$ cat src/common/gcr_cfg.svh
`ifndef GCR_CFG_SVH
`define GCR_CFG_SVH

// ----------------------------------------
// Register offsets
// ----------------------------------------
`define GCR_ADDR_ANA_HI 8'h00
`define GCR_ADDR_ANA_LO 8'h01
`define GCR_ADDR_PIN3   8'h02
`define GCR_ADDR_PIN2   8'h03
`define GCR_ADDR_PIN1   8'h04
`define GCR_ADDR_PIN0   8'h05
`define GCR_ADDR_MCU    8'h06
`define GCR_ADDR_TEST   8'hb4
`define GCR_ADDR_STAT   8'hf0

// ----------------------------------------
// Reset values
// ----------------------------------------
`define GCR_RST_ANA_HI  8'h0c
`define GCR_RST_ANA_LO  8'hc0
`define GCR_RST_PIN123  8'ha2
`define GCR_RST_PIN0    8'h0a
`define GCR_RST_MCU     8'h00
`define GCR_RST_TEST    8'h21

// ----------------------------------------
// Field positions
// ----------------------------------------
`define GCR_F_GM        4:2
`define GCR_F_BLD       1:0
`define GCR_B_REFSEL    6
`define GCR_B_AES       5
`define GCR_B_EXTREF    4
`define GCR_B_BROWN     2
`define GCR_B_BATT      1
`define GCR_B_TEMP      0
`define GCR_F_PSEL      7:3
`define GCR_F_PMODE     1:0
`define GCR_B_MCU_EN    7
`define GCR_F_TAIL      6:5
`define GCR_F_XDIV      4:1
`define GCR_B_RDIV      0
`define GCR_B_PD        3
`define GCR_B_RD_CMD    0

// ----------------------------------------
// Timing counts
// ----------------------------------------
`define GCR_TAIL_1      10'h040
`define GCR_TAIL_2      10'h100
`define GCR_TAIL_3      10'h200
`define GCR_RC_LAST     7'h7f
`define GCR_ACC_STEP    10'h002

`endif

$ cat src/common/gcr_pkg.sv
package gcr_pkg;

	typedef enum logic [1:0] {
		gcr_st_cmd  = 2'b00,
		gcr_st_addr = 2'b01,
		gcr_st_data = 2'b10,
		gcr_st_idle = 2'b11
	} gcr_spi_state_e;

	typedef struct packed {
		logic           cs_m;
		logic           cs_s;
		logic           sck_m;
		logic           sck_s;
		logic           sck_p;
		logic           mosi_m;
		logic           mosi_s;
		gcr_spi_state_e st;
		logic [2:0]     cnt;
		logic [7:0]     sh;
		logic           rd_cmd;
		logic           pend;
		logic           rd;
		logic           wr;
		logic [7:0]     addr;
		logic [7:0]     wdata;
		logic [7:0]     obuf;
		logic           miso;
	} gcr_spi_s;

	typedef struct packed {
		logic [7:0]      ana_hi;
		logic [7:0]      ana_lo;
		logic [3:0][7:0] pin;
		logic [7:0]      mcu;
		logic [7:0]      test;
		logic            stat_warn;
		logic [3:0]      oe;
		logic            ana0;
		logic            rco_m;
		logic            rco_s;
		logic            rco_p;
		logic            src_rco;
		logic            stby_p;
		logic            stopped;
		logic [9:0]      acc;
		logic [9:0]      tail;
		logic [6:0]      rdiv;
		logic            tick;
	} gcr_bank_s;

endpackage

$ cat src/verilog/gcr_spi_slave.sv
`timescale 1ns/1ps
`default_nettype none
`include "gcr_cfg.svh"

module gcr_spi_slave (
	input  wire logic       clk,
	input  wire logic       rst_n,
	input  wire logic       spi_sck,
	input  wire logic       spi_cs_n,
	input  wire logic       spi_mosi,
	input  wire logic [7:0] rdata,
	output logic            spi_miso,
	output logic [7:0]      addr,
	output logic [7:0]      wdata,
	output logic            wr_pulse,
	output logic            rd_pulse
);

	gcr_pkg::gcr_spi_s r_q;
	gcr_pkg::gcr_spi_s r_d;
	logic              rise;
	logic              fall;

	assign rise = r_q.sck_s & ~r_q.sck_p;
	assign fall = ~r_q.sck_s & r_q.sck_p;

	always_comb begin
		r_d        = r_q;
		r_d.cs_m   = spi_cs_n;
		r_d.cs_s   = r_q.cs_m;
		r_d.sck_m  = spi_sck;
		r_d.sck_s  = r_q.sck_m;
		r_d.sck_p  = r_q.sck_s;
		r_d.mosi_m = spi_mosi;
		r_d.mosi_s = r_q.mosi_m;
		r_d.wr     = 1'b0;
		r_d.rd     = 1'b0;
		if (r_q.cs_s) begin
			r_d.st   = gcr_pkg::gcr_st_cmd;
			r_d.cnt  = 3'h0;
			r_d.obuf = 8'h00;
			r_d.miso = 1'b0;
			r_d.pend = 1'b0;
		end else begin
			if (rise) begin
				r_d.sh  = {r_q.sh[6:0], r_q.mosi_s};
				r_d.cnt = r_q.cnt + 3'h1;
				if (r_q.cnt == 3'h7) begin
					case (r_q.st)
						gcr_pkg::gcr_st_cmd: begin
							r_d.rd_cmd = r_d.sh[`GCR_B_RD_CMD];
							r_d.st     = gcr_pkg::gcr_st_addr;
						end
						gcr_pkg::gcr_st_addr: begin
							r_d.addr = r_d.sh;
							r_d.pend = r_q.rd_cmd;
							r_d.st   = gcr_pkg::gcr_st_data;
						end
						gcr_pkg::gcr_st_data: begin
							r_d.wdata = r_d.sh;
							r_d.wr    = ~r_q.rd_cmd;
							r_d.st    = gcr_pkg::gcr_st_idle;
						end
						default: r_d.st = gcr_pkg::gcr_st_idle;
					endcase
				end
			end
			if (fall) begin
				r_d.miso = r_q.obuf[7];
				r_d.obuf = {r_q.obuf[6:0], 1'b0};
			end
			// Capture one cycle after the address settles on the port
			if (r_q.pend) begin
				r_d.obuf = rdata;
				r_d.rd   = 1'b1;
				r_d.pend = 1'b0;
			end
		end
	end

	always_ff @(posedge clk or negedge rst_n) begin
		if (!rst_n) begin
			r_q      <= '0;
			r_q.cs_m <= 1'b1;
			r_q.cs_s <= 1'b1;
		end else begin
			r_q <= r_d;
		end
	end

	assign spi_miso = r_q.miso;
	assign addr     = r_q.addr;
	assign wdata    = r_q.wdata;
	assign wr_pulse = r_q.wr;
	assign rd_pulse = r_q.rd;
endmodule // gcr_spi_slave

`default_nettype wire

$ cat src/verilog/gcr_bank.sv
`timescale 1ns/1ps
`default_nettype none
`include "gcr_cfg.svh"

// Functional notes
// - Read-and-clear register returns its content, then clears after the read.
// - Read/write registers store SPI writes and read back the full byte.
// - Battery-low threshold code 00..11 selects 2.7, 2.5, 2.3, 2.1 V.
// - Three-bit crystal driver strength, reset 011.
// - Reference select: 1 means 26 MHz, 0 means 24 MHz; reset 1.
// - Bit 5 of low analog register enables AES engine; reset off.
// - External reference select: 0 oscillator circuit, 1 crystal input pin.
// - Bits 2,1,0 enable brownout, battery detector, temperature sensor.
// - Pin selector in bits 7:3; pins 1 to 3 reset to ground code.
// - Pin 0 selector resets to power-on-reset signal code.
// - Pin mode 01 input, 10 low-power output, 11 high-power output.
// - Only pin 0 accepts mode 00 as analog mode.
// - Host clock enable bit runs the divider; pin must also select it.
// - Tail code gives 0, 64, 256 or 512 extra clocks before standby.
// - Bits 4:1 select the crystal clock division ratio; reset 0.
// - Bit 0 divides the RC clock by 1 or by 128.
// - Powerdown test bit stops both clock dividers; reset runs them.
// - Crystal codes map to ratios 1, 2/3, 1/2 down to 1/192.
// - Source moves to RC in sleep and back, only on RC clock edges.
// - Entering standby raises a warning no later than the host clock stops; with tail code 00 both come in the same cycle.
module gcr_bank (
	input  wire logic        clk,
	input  wire logic        rst_n,
	input  wire logic        spi_sck,
	input  wire logic        spi_cs_n,
	input  wire logic        spi_mosi,
	input  wire logic        rco_clk,
	input  wire logic        sleep_req,
	input  wire logic        standby_req,
	output logic             spi_miso,
	output logic [2:0]       xtal_driver_strength,
	output logic [1:0]       battery_low_threshold,
	output logic             ref_freq_select,
	output logic             aes_enable,
	output logic             external_reference_select,
	output logic             brownout_detect_enable,
	output logic             battery_low_detector_enable,
	output logic             temp_sensor_enable,
	output logic [3:0][4:0]  pin_select,
	output logic [3:0][1:0]  pin_mode,
	output logic [3:0]       pin_out_en,
	output logic             pin0_analog_en,
	output logic             clock_divider_powerdown,
	output logic             host_clk_tick,
	output logic             host_clk_on_rc,
	output logic             host_clk_stopped,
	output logic             standby_warn
);

	// ----------------------------------------
	// Register access port
	// ----------------------------------------
	logic [7:0] addr;
	logic [7:0] wdata;
	logic       wr_pulse;
	logic       rd_pulse;
	logic [7:0] rdata;

	gcr_spi_slave u_spi (
		.clk      (clk),
		.rst_n    (rst_n),
		.spi_sck  (spi_sck),
		.spi_cs_n (spi_cs_n),
		.spi_mosi (spi_mosi),
		.rdata    (rdata),
		.spi_miso (spi_miso),
		.addr     (addr),
		.wdata    (wdata),
		.wr_pulse (wr_pulse),
		.rd_pulse (rd_pulse)
	);

	gcr_pkg::gcr_bank_s r_q;
	gcr_pkg::gcr_bank_s r_d;
	logic               rco_rise;
	logic               stby_rise;
	logic               run;
	logic [9:0]         per;
	logic [9:0]         sum;
	logic [9:0]         tail_len;

	assign rco_rise  = r_q.rco_s & ~r_q.rco_p;
	assign stby_rise = standby_req & ~r_q.stby_p;
	assign run       = r_q.mcu[`GCR_B_MCU_EN] & ~r_q.test[`GCR_B_PD] & ~r_q.stopped;
	assign sum       = r_q.acc + `GCR_ACC_STEP;

	// ----------------------------------------
	// Crystal divider period in half cycles
	// ----------------------------------------
	// Half-cycle units let the 2/3 ratio run as alternating 1 and 2 cycles
	function automatic logic [9:0] xo_period(input logic [3:0] code);
		case (code)
			4'h0:    xo_period = 10'h002;
			4'h1:    xo_period = 10'h003;
			4'h2:    xo_period = 10'h004;
			4'h3:    xo_period = 10'h006;
			4'h4:    xo_period = 10'h008;
			4'h5:    xo_period = 10'h00c;
			4'h6:    xo_period = 10'h010;
			4'h7:    xo_period = 10'h018;
			4'h8:    xo_period = 10'h020;
			4'h9:    xo_period = 10'h030;
			4'ha:    xo_period = 10'h048;
			4'hb:    xo_period = 10'h060;
			4'hc:    xo_period = 10'h080;
			4'hd:    xo_period = 10'h0c0;
			4'he:    xo_period = 10'h100;
			default: xo_period = 10'h180;
		endcase
	endfunction

	assign per = xo_period(r_q.mcu[`GCR_F_XDIV]);

	always_comb begin
		case (r_q.mcu[`GCR_F_TAIL])
			2'b00:   tail_len = 10'h000;
			2'b01:   tail_len = `GCR_TAIL_1;
			2'b10:   tail_len = `GCR_TAIL_2;
			default: tail_len = `GCR_TAIL_3;
		endcase
	end

	// ----------------------------------------
	// Read data
	// ----------------------------------------
	always_comb begin
		case (addr)
			`GCR_ADDR_ANA_HI: rdata = r_q.ana_hi;
			`GCR_ADDR_ANA_LO: rdata = r_q.ana_lo;
			`GCR_ADDR_PIN3:   rdata = r_q.pin[3];
			`GCR_ADDR_PIN2:   rdata = r_q.pin[2];
			`GCR_ADDR_PIN1:   rdata = r_q.pin[1];
			`GCR_ADDR_PIN0:   rdata = r_q.pin[0];
			`GCR_ADDR_MCU:    rdata = r_q.mcu;
			`GCR_ADDR_TEST:   rdata = r_q.test;
			`GCR_ADDR_STAT:   rdata = {7'h00, r_q.stat_warn};
			default:          rdata = 8'h00;
		endcase
	end

	// ----------------------------------------
	// Next state
	// ----------------------------------------
	always_comb begin
		r_d        = r_q;
		r_d.rco_m  = rco_clk;
		r_d.rco_s  = r_q.rco_m;
		r_d.rco_p  = r_q.rco_s;
		r_d.stby_p = standby_req;
		r_d.tick   = 1'b0;

		// Whole bytes stored, so reserved bits keep what the host writes back
		if (wr_pulse) begin
			case (addr)
				`GCR_ADDR_ANA_HI: r_d.ana_hi = wdata;
				`GCR_ADDR_ANA_LO: r_d.ana_lo = wdata;
				`GCR_ADDR_PIN3:   r_d.pin[3] = wdata;
				`GCR_ADDR_PIN2:   r_d.pin[2] = wdata;
				`GCR_ADDR_PIN1:   r_d.pin[1] = wdata;
				`GCR_ADDR_PIN0:   r_d.pin[0] = wdata;
				`GCR_ADDR_MCU:    r_d.mcu    = wdata;
				`GCR_ADDR_TEST:   r_d.test   = wdata;
				default:          r_d.ana_hi = r_q.ana_hi;
			endcase
		end

		// Clear after read; a new standby entry in the same cycle wins
		if (rd_pulse && addr == `GCR_ADDR_STAT) begin
			r_d.stat_warn = 1'b0;
		end
		if (stby_rise) begin
			r_d.stat_warn = 1'b1;
		end

		// Mode bit 1 set means an output mode
		for (int i = 0; i < 4; i++) begin
			r_d.oe[i] = r_d.pin[i][1];
		end
		r_d.ana0 = (r_d.pin[0][`GCR_F_PMODE] == 2'b00);

		// Source switch only at an RC edge avoids a runt pulse to the host
		if (rco_rise) begin
			r_d.src_rco = sleep_req;
		end

		if (!run) begin
			r_d.acc  = 10'h000;
			r_d.rdiv = 7'h00;
		end else if (r_q.src_rco) begin
			r_d.acc = 10'h000;
			if (rco_rise) begin
				r_d.rdiv = r_q.rdiv + 7'h01;
				r_d.tick = ~r_q.mcu[`GCR_B_RDIV] | (r_q.rdiv == `GCR_RC_LAST);
			end
		end else begin
			r_d.rdiv = 7'h00;
			if (sum >= per) begin
				r_d.tick = 1'b1;
				r_d.acc  = sum - per;
			end else begin
				r_d.acc = sum;
			end
		end

		// Standby tail counted in delivered host clock periods
		if (!standby_req) begin
			r_d.stopped = 1'b0;
			r_d.tail    = 10'h000;
		end else if (stby_rise) begin
			r_d.tail    = tail_len;
			r_d.stopped = (tail_len == 10'h000);
		end else if (r_d.tick && r_q.tail != 10'h000) begin
			r_d.tail = r_q.tail - 10'h001;
			if (r_q.tail == 10'h001) begin
				r_d.stopped = 1'b1;
			end
		end
	end

	always_ff @(posedge clk or negedge rst_n) begin
		if (!rst_n) begin
			r_q        <= '0;
			r_q.ana_hi <= `GCR_RST_ANA_HI;
			r_q.ana_lo <= `GCR_RST_ANA_LO;
			r_q.pin[3] <= `GCR_RST_PIN123;
			r_q.pin[2] <= `GCR_RST_PIN123;
			r_q.pin[1] <= `GCR_RST_PIN123;
			r_q.pin[0] <= `GCR_RST_PIN0;
			r_q.mcu    <= `GCR_RST_MCU;
			r_q.test   <= `GCR_RST_TEST;
			r_q.oe     <= 4'hf;
		end else begin
			r_q <= r_d;
		end
	end

	// ----------------------------------------
	// Outputs
	// ----------------------------------------
	assign xtal_driver_strength        = r_q.ana_hi[`GCR_F_GM];
	assign battery_low_threshold       = r_q.ana_hi[`GCR_F_BLD];
	assign ref_freq_select             = r_q.ana_lo[`GCR_B_REFSEL];
	assign aes_enable                  = r_q.ana_lo[`GCR_B_AES];
	assign external_reference_select   = r_q.ana_lo[`GCR_B_EXTREF];
	assign brownout_detect_enable      = r_q.ana_lo[`GCR_B_BROWN];
	assign battery_low_detector_enable = r_q.ana_lo[`GCR_B_BATT];
	assign temp_sensor_enable          = r_q.ana_lo[`GCR_B_TEMP];
	assign clock_divider_powerdown     = r_q.test[`GCR_B_PD];
	assign pin0_analog_en              = r_q.ana0;
	assign pin_out_en                  = r_q.oe;
	assign host_clk_tick               = r_q.tick;
	assign host_clk_on_rc              = r_q.src_rco;
	assign host_clk_stopped            = r_q.stopped;
	assign standby_warn                = r_q.stat_warn;

	always_comb begin
		for (int i = 0; i < 4; i++) begin
			pin_select[i] = r_q.pin[i][`GCR_F_PSEL];
			pin_mode[i]   = r_q.pin[i][`GCR_F_PMODE];
		end
	end
endmodule // gcr_bank

`default_nettype wire

$ cat config.mk
export PLATFORM = sky130hd
export DESIGN_NAME = gcr_bank
export DESIGN_NICKNAME = d
export VERILOG_FILES = /design/src/common/gcr_pkg.sv /design/src/verilog/gcr_spi_slave.sv /design/src/verilog/gcr_bank.sv
export VERILOG_INCLUDE_DIRS = /design/src /design/src/common
export SDC_FILE = /design/constraint.sdc
export NUM_CORES = 1
export LEC_CHECK = 0
export BUFFER_PORTS_ARGS = -buffer_cell sky130_fd_sc_hd__buf_4
export CAP_MARGIN = 25
export CORE_MARGIN = 2
export CORE_UTILIZATION = 50
export CTS_BUF_LIST = sky130_fd_sc_hd__clkbuf_8 sky130_fd_sc_hd__clkbuf_16
export DETAILED_ROUTE_END_ITERATION = 12
export GPL_TIMING_DRIVEN = 0
export HOLD_SLACK_MARGIN = 0.06
export PLACE_DENSITY = 0.67
export SKIP_CTS_REPAIR_TIMING = 1
export SKIP_LAST_GASP = 1
export SYNTH_ARGS = -nofsm -noshare
export SYNTH_HDL_FRONTEND = slang
export SYNTH_SLANG_ARGS = --single-unit
export TNS_END_PERCENT = 1
$ cat constraint.sdc
create_clock -name clk -period 3.9 [get_ports clk]
set_clock_uncertainty 0.05 [all_clocks]
set_input_delay 0 -clock clk [delete_from_list [all_inputs] [get_ports clk]]
set_output_delay 0 -clock clk [all_outputs]
set_load 0.01 [all_outputs]
==> results.ini <==
[run_status]
status = completed

[die]
dieWidth_um = 126
die_h_um = 126
coreArea_um2 = 14600
rows = 44
dieArea_um2 = 16000
start_util_pct = 51.4
io_pins = 58

[sta]
drv_slew = 0
finalCritPeriodShare_pct = 83.6
fmax_ghz = 0.307
grt_setup_unrepaired = no
worst_pin_slew_ns = 1.02
finalHoldViolCount = 0
timing.slew.headroom_pct = 31.2
setup_viol = 0
fin_ws_ns = 0.638
tns_ns = 0
whs_ns = 0.163
period_minus_slack_ns = 3.26

[critical_path]
cp-start-kind = register
path_delay_family = simple AND/OR/NAND/NOR gates
crit_arrival_ns = 3.57
rrSetupSlack_ns = 0.64
critPathLaunch = r_q[19]
cp_cell_sequence = ha_1 -> nand3_1 -> xnor2_1 -> ha_1 -> nand3_1 -> o21bai_1 -> nand2_1 -> o2111ai_1 -> and3b_2 -> buf_2 -> mux2_2 -> nor2_1
cp_num_cells = 12
worstRegToRegCells = 12
path_class = reg2reg
worstPathMaxFanout = 10
endpoint = r_q[19]
rr_endpoint = r_q[19]
slowest_stage = dfrtp_1
r2r_start = r_q[19]
cp-end-kind = register
path_buf_inv = 1
max_stage_delay_ns = 0.49
crit_required_ns = 4.21

[place]
port-buffer-count = 57
hpwl_um = 12000
dpl_cell_area_um2 = 8190
place_ws_ns = 0.654
gp_congestion = 0.935

[layout]
final_design_area_no_fill_um2 = 8860
final_cell_mix = 129 x dfrtp_1, 99 x mux2_2, 93 x buf_4, 46 x nand2_1, 42 x nor2_1
regArea_um2 = 3730
diodes = 0
areaGrowthSynthToFinish_pct = 18.2
layout_commonest_cell = dfrtp_1
nets = 769
layout-drive-gt1-share_pct = 35.6
fill_cells = 1260
multi_input_area_um2 = 3370

[synth]
synthDistinctLibCells = 68
synth_top_family_by_area = multiplexers
synthMuxAreaShare_pct = 17.7
synth_edf_count = 0
synth-simple-area-share_pct = 13.6
seq_area_frac_synth_pct = 49.7
ys_ff_latch = 148
synthFlopType = dfrtp_1
syn-cell-area_um2 = 7500
synth_xor_xnor_area_share_pct = 2.20
synth_compound_area_share_pct = 8.71
synthesis.nets = 683
yosys.area_share.adder_pct = 2.77
synth-async-reset-ratio_pct = 100
syn_avg_cell_area_um2 = 11.4
yosys_warnings = 0
netlist_instances = 659

[route]
drt_iter0_drc = 517
dr.pass1.iters = 7
vias_per_cell = 5.72
avgRoutedWirePerCell_um = 18.2
route.detailed.drc = 0
vias = 5386
ant_nets = 0
wl_um = 17200

[run]
drv_cap = 0

[clock_tree]
clockRootBuffer = clkbuf_16
clock_latency_ns = 0.43
cts.clk_slew.worst_paths_ns = 0.06
cts_tree = done
cts_buffers = 17
ctsHtreeMaxLevel = 4
ctsLongestPathBuffers = 2
cts_num_sinks = 148

[pwr]
worst_ir_drop_vdd_v = 0.000313
leakagePower_nw = 4.13
powerDensity_nw_per_um2 = 377

[grt]
antenna_found_initial = 0
grt_pass1_wl_um = 27400
grt_usage_pct = 22.0
grt_overflow_total = 0
grt_max_degree = 106
grt_pass1_vias = 5311

[min_path]
hold_class = in2reg

-- per-stage QoR --
stage | instances | utilization, % | total power [W]
floorplan | 659 | - | 0.00169
global placement | 900 | 55.9 | 0.00175
detailed placement | 901 | 56.1 | 0.00176
CTS | 933 | 60.1 | 0.00335
global route | 942 | 60.8 | 0.00346
finish | 942 | 60.8 | 0.00334
-- worst min-delay path by stage --
stage                         from       endpoint  cells after the start
after global placement    spi_cs_n  u_spi.r_d[47]                      1
after CTS                    rst_n        r_q[18]                      1
after detailed placement     rst_n        r_q[18]                      1
final                     spi_mosi  u_spi.r_d[42]                      2
after floorplan              rst_n     aes_enable                      0
after global routing      spi_cs_n  u_spi.r_d[47]                      2
-- per-layer routing --
layer | track usage [%] | part of all wire [%]
met1 | 27.6 | 42
met2 | 36.8 | 49
met3 | 5.78 | 6.0
met4 | 7.95 | 2.8
met5 | 0 | 0
-- sequential cells by signal, indices dropped and copies added, names as in the netlist, 3 cells and up --
signal                count
pin_out_en                3
u_spi.r_d                 4
u_spi.addr                8
pin_mode                  5
u_spi.wdata               8
u_spi.r_q                25
r_q                      53
pin_select               20
xtal_driver_strength      3
-- final cells by class --
type                       count  area share [%]
buffer                        61            4.23
clock buffer                  18            4.95
clock inverter                14            1.57
inverter                       6           0.254
multi-input combinational    444            38.0
sequential                   148            42.0
tap                          184            2.60
timing repair buffer          67            6.31
-- cells in the mapped netlist, types with 5 or more instances --
cell      number  share of area, %
ha_1          15               2.5
o22ai_1        9              0.75
o21ai_0       14              0.93
buf_1          8              0.40
a211oi_1       5              0.50
clkbuf_1      10              0.50
nand2b_1       8              0.67
a22oi_1        5              0.50
buf_4         37               3.7
nand3_1       18               1.2
nand2_1       46               2.3
xor2_1         6              0.70
a21oi_1       22               1.5
nand3b_1       6              0.60
mux2_2        99                15
dfstp_2       19               6.7
nand4_1       10              0.83
nor2b_1       15               1.3
mux2i_1       21               2.8
nor4_1         5              0.42
a31oi_1        6              0.50
nor3_1        10              0.67
xnor2_1       11               1.3
buf_2          6              0.40
inv_1          5              0.25
nor3b_1        5              0.50
nor2_1        42               2.1
dfrtp_1      129                43
-- power breakdown --
group	switching, W	internal (W)	total (W)
Combinational	0.0000669	0.0000559	0.000123
Clock	0.000645	0.000953	0.00160
Sequential	0.0000403	0.00158	0.00162
-- worst register-to-register path, cell delays in order (launching register included) --
cell and delay, ns:
dfrtp_1 0.49, ha_1 0.32, nand3_1 0.12, xnor2_1 0.25, ha_1 0.33, nand3_1 0.10
o21bai_1 0.14, nand2_1 0.10, o2111ai_1 0.29, and3b_2 0.27, buf_2 0.27, mux2_2 0.36
nor2_1 0.09
-- cell families after synthesis --
logic type	count (synthesis)
AOI/OAI and AO/OA	97
xor gates and xnor gates	18
adders and majority gates	16
buffers and inverters	67
DFF	148
muxes	120
and+or+nand+nor	193
Note: power is estimated with default switching activity, not from simulation.
